==> src/ucs_pkg.sv <==
// Constants, register map and field positions for the UART control block
// Notes on behaviour
// - Empty flag sets on shift-register load; clears on status read then data write.
// - Setting transmitter enable also sets the transmit-buffer-empty flag.
// - Global enable low releases TX/RX pins; high lets enables decide pin use.
// - Disable empties buffer, drops residual character, resets baud counter.
// - Disable clears enables, break, receive and error flags; sets idle and empty flags.
// - Disable aborts activity at once; other control and divisor bits keep values.
// - Length select picks 8 or 9 data bits; ninth bits held in register bits.
// - Parity generated and checked only while parity enable is set.
// - Parity type: zero even, one odd.
// - Stop select: zero one stop bit, one two stop bits.
// - Break waits for buffered data, drives TX low 13 bit times until cleared.
// - Received ninth bit read-only, transmitted ninth bit write-only.
// - Transmitter enable low aborts and resets transmitter; TX driven only with both enables.
// - Receiver enable low aborts and resets receiver; RX used only with both enables.
// - Baud speed select picks high or low speed generator mode.
// - Bit rate is fH/(64*(N+1)) low speed, fH/(16*(N+1)) high speed.
// - Address detect: address bit one keeps word, zero discards without interrupt.
// - Wake bit with fH off: RX falling edge raises wake request.
// - Receive interrupt enable lets overrun or receive-available set the request.
// - Idle interrupt enable lets transmitter-idle set the request.
// - Empty interrupt enable lets transmit-buffer-empty set the request.
// - Error flags clear by status read followed by data register access.
package ucs_pkg;
  localparam logic [3:0] ADDR_STATUS = 4'h0;
  localparam logic [3:0] ADDR_CTRL_ONE = 4'h4;
  localparam logic [3:0] ADDR_CTRL_TWO = 4'h8;
  localparam logic [3:0] ADDR_DATA = 4'hC;
  localparam logic [4:0] ADDR_DIVISOR = 5'h10;
  localparam logic [7:0] STATUS_RESET = 8'h0B;
  localparam logic [7:0] CTRL_ONE_RESET = 8'h00;
  localparam logic [7:0] CTRL_TWO_RESET = 8'h00;
  localparam logic [7:0] DIVISOR_RESET = 8'h00;
  // Control one bit positions
  localparam int C1_GEN = 7;
  localparam int C1_LEN9 = 6;
  localparam int C1_PAR_EN = 5;
  localparam int C1_PAR_ODD = 4;
  localparam int C1_STOP2 = 3;
  localparam int C1_BREAK = 2;
  localparam int C1_RX9 = 1;
  localparam int C1_TX9 = 0;
  // Control two bit positions
  localparam int C2_TX_EN = 7;
  localparam int C2_RX_EN = 6;
  localparam int C2_HIGH_SPEED = 5;
  localparam int C2_ADDR_DET = 4;
  localparam int C2_WAKE = 3;
  localparam int C2_RX_IE = 2;
  localparam int C2_IDLE_IE = 1;
  localparam int C2_EMPTY_IE = 0;
  // Oversampling per bit
  localparam logic [5:0] LOW_SPEED_DIV = 6'h3F;
  localparam logic [5:0] HIGH_SPEED_DIV = 6'h0F;
  localparam logic [3:0] BREAK_BITS = 4'hD;
  localparam logic [3:0] HALF_TICKS = 4'h7;
  typedef enum logic [2:0] {
    UCS_IDLE = 3'b000,
    UCS_START = 3'b001,
    UCS_DATA = 3'b010,
    UCS_PARITY = 3'b011,
    UCS_STOP = 3'b100,
    UCS_BREAK = 3'b101
  } ucs_state_t;
endpackage

==> src/ucs_uart.sv <==
// UART control, status, transmitter and receiver with Wishbone registers
//
// The implementer's own choices: the address map and the Wishbone slave port.
`timescale 1ns/10ps
module ucs_uart (
  input wire logic clk_i,
  input wire logic rst_i,
  input wire logic cyc_i,
  input wire logic stb_i,
  input wire logic we_i,
  input wire logic [4:0] adr_i,
  input wire logic [3:0] sel_i,
  input wire logic [31:0] dat_i,
  output logic [31:0] dat_o,
  output logic ack_o,
  input wire logic rx_i,
  input wire logic clock_off_i,
  output logic tx_o,
  output logic tx_oe_n_o,
  output logic rx_own_o,
  output logic irq_o,
  output logic wake_o
);
  logic [7:0] ctrl_one;
  logic [7:0] ctrl_two;
  logic [7:0] divisor;
  logic tx_data_empty, tx_idle, rx_idle, rx_avail, overrun, frame_err, par_err, noise;
  logic [8:0] tx_hold, rx_hold;
  logic status_seen;
  logic tick;
  logic run, tx_run, rx_run;
  logic req, wr, rd, bus_lo;
  logic [8:0] tx_shift;
  logic [3:0] tx_bit, tx_sub, rx_bit, rx_sub;
  logic [3:0] brk_bits;
  logic tx_par, rx_par;
  ucs_pkg::ucs_state_t tx_state, rx_state;
  logic [8:0] rx_shift;
  logic rx_prev, rx_prev2;
  logic load_shift, rx_done, rx_keep;
  logic [3:0] nbits;

  assign run = ctrl_one[ucs_pkg::C1_GEN];
  assign tx_run = run && ctrl_two[ucs_pkg::C2_TX_EN];
  assign rx_run = run && ctrl_two[ucs_pkg::C2_RX_EN];
  assign req = cyc_i && stb_i && !ack_o;
  assign bus_lo = sel_i[0];
  assign wr = req && we_i && bus_lo;
  assign rd = req && !we_i;
  assign nbits = ctrl_one[ucs_pkg::C1_LEN9] ? 4'h9 : 4'h8;

  function automatic logic parity_of(input logic [8:0] d, input logic len9, input logic odd);
    parity_of = ^(len9 ? d : {1'b0, d[7:0]}) ^ odd;
  endfunction

  ucs_baud u_baud (
    .clk_i(clk_i),
    .rst_i(rst_i),
    // Counter held in reset while disabled
    .run_i(run),
    .high_speed_i(ctrl_two[ucs_pkg::C2_HIGH_SPEED]),
    .divisor_i(divisor),
    .tick_o(tick)
  );

  // Bus slave: one wait state, unmapped reads zero, unmapped writes ignored
  always_ff @(posedge clk_i) begin
    if (rst_i) begin
      ack_o <= 1'b0;
      dat_o <= 32'h0000_0000;
    end else begin
      ack_o <= req;
      dat_o <= 32'h0000_0000;
      if (rd) begin
        case (adr_i)
          {1'b0, ucs_pkg::ADDR_STATUS}: dat_o[7:0] <= {par_err, noise, frame_err, overrun,
                                               rx_idle, rx_avail, tx_idle, tx_data_empty};
          // Transmit ninth bit reads as zero
          {1'b0, ucs_pkg::ADDR_CTRL_ONE}: dat_o[7:0] <= {ctrl_one[7:2], rx_hold[8], 1'b0};
          {1'b0, ucs_pkg::ADDR_CTRL_TWO}: dat_o[7:0] <= ctrl_two;
          {1'b0, ucs_pkg::ADDR_DATA}: dat_o[7:0] <= rx_hold[7:0];
          ucs_pkg::ADDR_DIVISOR: dat_o[7:0] <= divisor;
          default: dat_o <= 32'h0000_0000;
        endcase
      end
    end
  end

  // Control registers
  always_ff @(posedge clk_i) begin
    if (rst_i) begin
      ctrl_one <= ucs_pkg::CTRL_ONE_RESET;
      ctrl_two <= ucs_pkg::CTRL_TWO_RESET;
      divisor <= ucs_pkg::DIVISOR_RESET;
    end else begin
      if (wr && adr_i == {1'b0, ucs_pkg::ADDR_CTRL_ONE}) begin
        ctrl_one <= {dat_i[7:2], 1'b0, dat_i[0]};
      end
      if (wr && adr_i == {1'b0, ucs_pkg::ADDR_CTRL_TWO}) begin
        ctrl_two <= dat_i[7:0];
      end
      if (wr && adr_i == ucs_pkg::ADDR_DIVISOR) begin
        divisor <= dat_i[7:0];
      end
      // Disable clears enables and break; other bits kept
      if (!run) begin
        ctrl_two[ucs_pkg::C2_TX_EN] <= 1'b0;
        ctrl_two[ucs_pkg::C2_RX_EN] <= 1'b0;
        ctrl_one[ucs_pkg::C1_BREAK] <= 1'b0;
      end
      ctrl_one[ucs_pkg::C1_RX9] <= 1'b0;
    end
  end

  // Status read arms the clearing sequence
  always_ff @(posedge clk_i) begin
    if (rst_i) begin
      status_seen <= 1'b0;
    end else if (rd && adr_i == {1'b0, ucs_pkg::ADDR_STATUS}) begin
      status_seen <= 1'b1;
    end else if (req && adr_i == {1'b0, ucs_pkg::ADDR_DATA}) begin
      status_seen <= 1'b0;
    end
  end

  // Transmit holding register and empty flag
  always_ff @(posedge clk_i) begin
    if (rst_i) begin
      tx_data_empty <= 1'b1;
      tx_hold <= 9'h000;
    end else if (!tx_run) begin
      // Buffer empty whenever transmitter is off or being enabled
      tx_data_empty <= 1'b1;
    end else if (load_shift) begin
      // Shift register takes character; set wins over clear
      tx_data_empty <= 1'b1;
    end else if (wr && adr_i == {1'b0, ucs_pkg::ADDR_DATA}) begin
      // Write after status read clears flag
      tx_hold <= {ctrl_one[ucs_pkg::C1_TX9], dat_i[7:0]};
      if (status_seen) begin
        tx_data_empty <= 1'b0;
      end
    end
  end

  assign load_shift = tx_run && tx_state == ucs_pkg::UCS_IDLE && !tx_data_empty;

  // Transmitter
  always_ff @(posedge clk_i) begin
    if (rst_i || !tx_run) begin
      tx_state <= ucs_pkg::UCS_IDLE;
      tx_o <= 1'b1;
      tx_oe_n_o <= 1'b1;
      tx_idle <= 1'b1;
      tx_shift <= 9'h000;
      tx_bit <= 4'h0;
      tx_sub <= 4'h0;
      tx_par <= 1'b0;
      brk_bits <= 4'h0;
    end else begin
      // Pin driven while both enables set
      tx_oe_n_o <= 1'b0;
      case (tx_state)
        ucs_pkg::UCS_IDLE: begin
          tx_o <= 1'b1;
          tx_sub <= 4'h0;
          if (!tx_data_empty) begin
            tx_shift <= tx_hold;
            tx_par <= parity_of(tx_hold, ctrl_one[ucs_pkg::C1_LEN9],
                                ctrl_one[ucs_pkg::C1_PAR_ODD]);
            tx_idle <= 1'b0;
            tx_state <= ucs_pkg::UCS_START;
          end else if (ctrl_one[ucs_pkg::C1_BREAK]) begin
            tx_idle <= 1'b0;
            brk_bits <= 4'h0;
            tx_state <= ucs_pkg::UCS_BREAK;
          end else if (wr && adr_i == {1'b0, ucs_pkg::ADDR_DATA} && status_seen) begin
            tx_idle <= 1'b0;
          end else begin
            tx_idle <= 1'b1;
          end
        end
        ucs_pkg::UCS_START: begin
          tx_o <= 1'b0;
          if (tick) begin
            tx_sub <= tx_sub + 4'h1;
            if (tx_sub == 4'hF) begin
              tx_bit <= 4'h0;
              tx_state <= ucs_pkg::UCS_DATA;
            end
          end
        end
        ucs_pkg::UCS_DATA: begin
          tx_o <= tx_shift[0];
          if (tick) begin
            tx_sub <= tx_sub + 4'h1;
            if (tx_sub == 4'hF) begin
              tx_shift <= {1'b0, tx_shift[8:1]};
              tx_bit <= tx_bit + 4'h1;
              if (tx_bit == nbits - 4'h1) begin
                tx_bit <= 4'h0;
                tx_state <= ctrl_one[ucs_pkg::C1_PAR_EN] ? ucs_pkg::UCS_PARITY
                                                         : ucs_pkg::UCS_STOP;
              end
            end
          end
        end
        ucs_pkg::UCS_PARITY: begin
          tx_o <= tx_par;
          if (tick) begin
            tx_sub <= tx_sub + 4'h1;
            if (tx_sub == 4'hF) begin
              tx_state <= ucs_pkg::UCS_STOP;
            end
          end
        end
        ucs_pkg::UCS_STOP: begin
          tx_o <= 1'b1;
          if (tick) begin
            tx_sub <= tx_sub + 4'h1;
            if (tx_sub == 4'hF) begin
              tx_bit <= tx_bit + 4'h1;
              if (tx_bit != 4'h0 || !ctrl_one[ucs_pkg::C1_STOP2]) begin
                tx_state <= ucs_pkg::UCS_IDLE;
              end
            end
          end
        end
        ucs_pkg::UCS_BREAK: begin
          // Low for at least 13 bits and until break cleared
          tx_o <= 1'b0;
          if (tick) begin
            tx_sub <= tx_sub + 4'h1;
            if (tx_sub == 4'hF && brk_bits != ucs_pkg::BREAK_BITS) begin
              brk_bits <= brk_bits + 4'h1;
            end
          end
          if (brk_bits == ucs_pkg::BREAK_BITS && !ctrl_one[ucs_pkg::C1_BREAK]) begin
            tx_state <= ucs_pkg::UCS_IDLE;
          end
        end
        default: tx_state <= ucs_pkg::UCS_IDLE;
      endcase
    end
  end

  // Receiver
  always_ff @(posedge clk_i) begin
    if (rst_i || !rx_run) begin
      rx_state <= ucs_pkg::UCS_IDLE;
      rx_idle <= 1'b1;
      rx_shift <= 9'h000;
      rx_bit <= 4'h0;
      rx_sub <= 4'h0;
      rx_par <= 1'b0;
      rx_done <= 1'b0;
    end else begin
      rx_done <= 1'b0;
      case (rx_state)
        ucs_pkg::UCS_IDLE: begin
          rx_idle <= 1'b1;
          rx_sub <= 4'h0;
          if (!rx_i) begin
            rx_idle <= 1'b0;
            rx_state <= ucs_pkg::UCS_START;
          end
        end
        ucs_pkg::UCS_START: begin
          if (tick) begin
            rx_sub <= rx_sub + 4'h1;
            if (rx_sub == ucs_pkg::HALF_TICKS) begin
              rx_sub <= 4'h0;
              rx_bit <= 4'h0;
              rx_state <= rx_i ? ucs_pkg::UCS_IDLE : ucs_pkg::UCS_DATA;
            end
          end
        end
        ucs_pkg::UCS_DATA: begin
          if (tick) begin
            rx_sub <= rx_sub + 4'h1;
            if (rx_sub == 4'hF) begin
              rx_shift <= ctrl_one[ucs_pkg::C1_LEN9] ? {rx_i, rx_shift[8:1]}
                                                     : {1'b0, rx_i, rx_shift[7:1]};
              rx_bit <= rx_bit + 4'h1;
              if (rx_bit == nbits - 4'h1) begin
                rx_state <= ctrl_one[ucs_pkg::C1_PAR_EN] ? ucs_pkg::UCS_PARITY
                                                         : ucs_pkg::UCS_STOP;
              end
            end
          end
        end
        ucs_pkg::UCS_PARITY: begin
          if (tick) begin
            rx_sub <= rx_sub + 4'h1;
            if (rx_sub == 4'hF) begin
              rx_par <= rx_i;
              rx_state <= ucs_pkg::UCS_STOP;
            end
          end
        end
        ucs_pkg::UCS_STOP: begin
          // Receiver always checks a single stop bit
          if (tick) begin
            rx_sub <= rx_sub + 4'h1;
            if (rx_sub == 4'hF) begin
              rx_done <= 1'b1;
              rx_state <= ucs_pkg::UCS_IDLE;
            end
          end
        end
        default: rx_state <= ucs_pkg::UCS_IDLE;
      endcase
    end
  end

  // Address bit is the top data bit
  assign rx_keep = !ctrl_two[ucs_pkg::C2_ADDR_DET] ||
                   (ctrl_one[ucs_pkg::C1_LEN9] ? rx_shift[8] : rx_shift[7]);

  // Receive flags
  always_ff @(posedge clk_i) begin
    if (rst_i || !rx_run) begin
      // Receive and error flags cleared on disable
      rx_avail <= 1'b0;
      overrun <= 1'b0;
      frame_err <= 1'b0;
      par_err <= 1'b0;
      noise <= 1'b0;
      rx_hold <= 9'h000;
    end else if (rx_done && rx_keep) begin
      if (rx_avail) begin
        overrun <= 1'b1;
      end else begin
        rx_avail <= 1'b1;
        rx_hold <= rx_shift;
        frame_err <= !rx_i;
        par_err <= ctrl_one[ucs_pkg::C1_PAR_EN] && (rx_par != parity_of(rx_shift,
                   ctrl_one[ucs_pkg::C1_LEN9], ctrl_one[ucs_pkg::C1_PAR_ODD]));
      end
    end else if (status_seen && req && adr_i == {1'b0, ucs_pkg::ADDR_DATA}) begin
      // Status read then data access clears
      rx_avail <= 1'b0;
      overrun <= 1'b0;
      frame_err <= 1'b0;
      par_err <= 1'b0;
      noise <= 1'b0;
    end
  end

  always_ff @(posedge clk_i) begin
    if (rst_i) begin
      rx_own_o <= 1'b0;
      rx_prev <= 1'b1;
      rx_prev2 <= 1'b1;
    end else begin
      rx_own_o <= rx_run;
      rx_prev <= rx_i;
      rx_prev2 <= rx_prev;
    end
  end

  // Wake and interrupt request
  always_ff @(posedge clk_i) begin
    if (rst_i) begin
      wake_o <= 1'b0;
      irq_o <= 1'b0;
    end else begin
      // Falling edge on RX while clock gated off
      wake_o <= ctrl_two[ucs_pkg::C2_WAKE] && clock_off_i && rx_prev2 && !rx_prev;
      irq_o <= (ctrl_two[ucs_pkg::C2_RX_IE] && (rx_avail || overrun)) ||
               (ctrl_two[ucs_pkg::C2_IDLE_IE] && tx_idle) ||
               (ctrl_two[ucs_pkg::C2_EMPTY_IE] && tx_data_empty) ||
               (ctrl_two[ucs_pkg::C2_WAKE] && clock_off_i && rx_prev2 && !rx_prev);
    end
  end
endmodule

==> src/ucs_baud.sv <==
// Baud tick generator: 16 ticks per bit
`timescale 1ns/10ps
module ucs_baud (
  input wire logic clk_i,
  input wire logic rst_i,
  input wire logic run_i,
  input wire logic high_speed_i,
  input wire logic [7:0] divisor_i,
  output logic tick_o
);
  logic [7:0] count;
  logic [1:0] pre;
  always_ff @(posedge clk_i) begin
    if (rst_i || !run_i) begin
      count <= 8'h00;
      pre <= 2'h0;
      tick_o <= 1'b0;
    end else begin
      tick_o <= 1'b0;
      // At or above, so a smaller divisor never waits for a full counter wrap
      if (count >= divisor_i) begin
        count <= 8'h00;
        // Low speed needs four times the prescale of high speed
        if (high_speed_i || pre == 2'h3) begin
          pre <= 2'h0;
          tick_o <= 1'b1;
        end else begin
          pre <= pre + 2'h1;
        end
      end else begin
        count <= count + 8'h01;
      end
    end
  end
endmodule

==> config.mk <==
export PLATFORM = sky130hd
export DESIGN_NAME = ucs_uart
export DESIGN_NICKNAME = d
export VERILOG_FILES = /design/src/ucs_pkg.sv /design/src/ucs_uart.sv /design/src/ucs_baud.sv
export SDC_FILE = /design/constraint.sdc
export NUM_CORES = 1
export LEC_CHECK = 0
export BUFFER_PORTS_ARGS = -buffer_cell sky130_fd_sc_hd__buf_4
export CAP_MARGIN = 10
export CORE_ASPECT_RATIO = 1.5
export CORE_MARGIN = 2
export CORE_UTILIZATION = 42
export CTS_BUF_LIST = sky130_fd_sc_hd__clkbuf_2
export DETAILED_ROUTE_END_ITERATION = 16
export PLACE_DENSITY = 0.66
export SYNTH_ARGS = -nofsm -noshare
export SYNTH_HDL_FRONTEND = slang
export SYNTH_SLANG_ARGS = --single-unit
==> constraint.sdc <==
create_clock -name clk_i -period 1.69 [get_ports clk_i]
set_input_delay 0.338 -clock clk_i [delete_from_list [all_inputs] [get_ports clk_i]]
set_output_delay 0.338 -clock clk_i [all_outputs]
set_load 0.05 [all_outputs]
==> key figures <==
Run status
  – Status: finished with violations
  – Failing checks: negative setup slack

Routing
  – Vias: 5267
  – Antenna viol nets, final: 0
  – Initial DRC Count: 280
  – Drc violations: 0
  – DR pass1 iterations: 6
  – Final Routed Wirelength: 15.6 mm
  – DR WL/cell: 15.4 microns
  – DR vias/cell: 5.23

Floorplan
  – Number of core rows: 53
  – Die W: 102 microns
  – Die Y: 150 microns
  – Initial Util: 42.9%
  – Die ar.: 0.0153 sq mm
  – Core area: 0.0140 sq mm
  – Top-level I/O count: 86

Setup path
  – Worst EP required: 2.35 ns
  – Critical path peak fanout: 4
  – Crit end category: register
  – Worst Reg-to-Reg Cells: 6
  – Crit path DAT: 2.40 ns
  – Worst R2R Start: tx_bit[0]
  – Kind of critical path: reg -> reg
  – Reg2reg end: tx_state[1]
  – R2r setup slk: -0.05 ns
  – Startpoint Class: register

Min path
  – Hold Path Class: in -> reg
  – Hold_sp: adr_i[2]
  – Hold path cells: 4
  – Worst hold endpoint: dat_o[3]

Logic synthesis
  – Seq/Total Area, Yosys: 41.1%
  – Register bit count reported by yosys: 123
  – Count of different cell masters after synthesis: 75
  – Post-synth top flop: dfxtp_1
  – Syn. warnings: 0
  – Synthesized area: 0.00600 sq mm
  – Cells after synthesis: 686
  – Number of flops mapped to enable cells by yosys: 0
  – Post-synth ARST share: 0%
  – Post-Syn Area per Cell: 8.74 sq um

Global route
  – GRT overflow: 0
  – Largest net degree at the start of global routing: 30
  – Vias in the first global route: 5182
  – First-pass GRT wire length: 24.8 mm
  – Initial antenna violation count: 1
  – All-Layer GR Usage: 20.8%

Finish
  – Final #Nets: 867
  – Share of layout cells above drive strength 1: 27.9%
  – Final core utilization: 54.4%
  – Post-Layout Cell Count: 1008
  – Synthesis-to-finish area growth: 26.9%
  – Filler cell count: 1293

Power
  – Clock power frac: 39.4%
  – VDD IR max: 0.000432 V
  – Power Density: 695 mW/mm^2
  – Comb power frac: 5.6%
  – Int Power: 3.95 mW
  – Switch share: 25.2%
  – Sequential power share: 55.0%
  – LEAKAGE: 2.91 nW
  – Net Switching: 1.33 mW

Placed design
  – HPWL Detailed: 11.3 mm
  – Pre-CTS WS: -0.143 ns
  – IO Port Bufs: 34
  – Routability congestion estimate: 0.975
  – Inst Count DP: 959

STA
  – RSZ-0062 raised after global routing: yes
  – Fin crit period: 1.74 ns
  – Final Cycle Share: 103%
  – Setup violations, final: 3
  – Fmax: 575 MHz
  – Least-Margin Pin Slew: 0.530 ns
  – Final hold slack: 0.0954 ns
  – Final Hold Vio Count: 0
  – Fin worst setup slack: -0.0497 ns
  – Clock skew: 0.0282 ns
  – Rel. slew slack: 63.8%
  – Max Slew Vio Count: 0

Clock tree
  – Worst skew pair latency: 0.71 ns
  – Clock slew at reported path FFs: 0.18 ns
  – CTS buffer count: 17
  – CTS tree: built
  – Max clock buf depth: 2
  – Clock sink count: 123
  – Clock Tree Root: clkbuf_2
  – H-Tree Depth: 4

Run
  – Max Cap Violations: 0
==> what timing repair did <==
action / in CTS / in global routing
buffers inserted: 2 / 3
gates resized for setup: 21 / 58
setup endpoints to repair: 46 / 49
endpoints found under the hold margin: 43 / 0
pin swaps: 13 / 22
hold buffers: 12 / 0
==> how the worst max path moves through the flow <==
stage | startpoint | to | slack (ns) | depth (start not counted)
final | tx_bit[0] | tx_state[1] | -0.05 | 6
after global routing | tx_state[0] | tx_state[2] | -0.15 | 5
after CTS | tx_bit[0] | tx_state[1] | -0.03 | 6
after detailed placement | u_baud.tick_o | brk_bits[3] | -0.14 | 6
after global placement | u_baud.tick_o | rx_state[1] | -0.1 | 6
after floorplan | tx_sub[0] | tx_state[1] | 0.001 | 6
==> cells in the mapped netlist, drive strengths merged (2+ instances only) <==
| cell type | count | area share (%) |
|---|---|---|
| ha | 17 | 3.5 |
| a22oi | 4 | 0.50 |
| or3 | 2 | 0.21 |
| a311oi | 10 | 1.5 |
| nor4b | 2 | 0.29 |
| dfxtp | 123 | 41 |
| clkbuf | 19 | 1.6 |
| or4 | 4 | 0.50 |
| and4 | 3 | 0.44 |
| and2b | 3 | 0.42 |
| nand2b | 5 | 0.52 |
| o32ai | 2 | 0.42 |
| o21ai | 24 | 2.0 |
| a21o | 4 | 0.50 |
| a222oi | 6 | 1.0 |
| xor2 | 11 | 1.6 |
| mux2i | 50 | 8.3 |
| nand3 | 28 | 2.4 |
| a211oi | 2 | 0.33 |
| o31ai | 6 | 0.75 |
| nand4 | 5 | 0.52 |
| nor3b | 6 | 0.94 |
| nand3b | 3 | 0.44 |
| xnor2 | 22 | 3.2 |
| a21oi | 34 | 2.9 |
| a31oi | 5 | 0.52 |
| nor2 | 100 | 6.3 |
| o211ai | 2 | 0.25 |
| a2111oi | 3 | 0.44 |
| nor2b | 7 | 0.77 |
| or2 | 3 | 0.31 |
| and2 | 3 | 0.31 |
| buf | 40 | 4.6 |
| and3 | 8 | 0.83 |
| inv | 22 | 1.4 |
| o22ai | 4 | 0.52 |
| nor3 | 7 | 0.58 |
| nand2 | 67 | 4.2 |
==> cells in the final DEF, fill, tap and decap left out, types with 7 or more instances in the layout <==
cell type / n
a21oi_1: 31
a311oi_1: 10
and3_1: 8
buf_4: 111
buf_6: 7
clkbuf_2: 18
conb_1: 24
dfxtp_1: 103
dfxtp_2: 18
dlygate4sd3_1: 12
ha_1: 12
inv_1: 18
mux2i_1: 50
nand2_1: 65
nand3_1: 27
nor2_1: 98
o21ai_0: 18
xnor2_1: 22
xor2_1: 11
==> worst max-delay path: stages, from the launching register on <==
cell	delay (ns)
dfxtp_2	0.39
buf_6	0.11
nand3_4	0.08
o32ai_4	0.32
o22ai_2	0.12
or4_4	0.53
a21oi_2	0.14
==> kinds of logic after synthesis <==
logic type	share of synthesized area (%)
mux	8.54
buf+inv	7.58
compound gates	13.4
xor+xnor	4.82
other cells	0.0625
fa+ha+maj	3.71
flops	41.1
simple gates	20.8
==> metrics by stage <==
stage	total power, mW	TNS [ns]	cell area, sq um
after global routing	5.46	-1.27	7610
after detailed placement	3.23	-3.73	6890
final	5.29	-0.0889	7610
after floorplan	3.19	0	6090
after global placement	3.23	-2.08	6890
after CTS	5.31	-0.0495	7380
==> final cells by class <==
cell class	count	area [sq um]	share of cell area [%]
tap	192	240	3.16
timing repair buffer	133	1090	14.4
multi-input combinational	504	3430	45.1
clock inverter	14	178	2.33
sequential	123	2490	32.7
inverter	23	86.3	1.13
antenna	1	2.50	0.0329
clock buffer	18	90.1	1.18
==> sequential cells by signal, summed over array words and instances (netlist names), 4 cells and up <==
name          flops
brk_bits          4
ctrl_one          7
ctrl_two          8
dat_o             8
divisor           8
rx_bit            4
rx_hold           9
rx_shift          9
rx_sub            4
tx_bit            4
tx_hold           9
tx_shift          9
tx_sub            4
u_baud.count      8
==> routing by layer <==
layer	vias to the layer above	wire [microns]	share of wire, %	global-route usage [%]
li1	2589	-	-	-
met1	2466	6280	40	23.6
met4	0	569	3.7	11.5
met5	-	0	0	0
met3	44	672	4.3	3.99
met2	168	8060	52	36.2
==> power groups by stage <==
stage | logic (mW) | clock network [mW] | registers [mW]
after CTS | 0.289 | 2.12 | 2.91
final | 0.298 | 2.08 | 2.91
after global placement | 0.263 | 0 | 2.97
after detailed placement | 0.266 | 0 | 2.97
after floorplan | 0.218 | 0 | 2.97
after global routing | 0.313 | 2.24 | 2.91
Power figures use the tool's default switching activity.
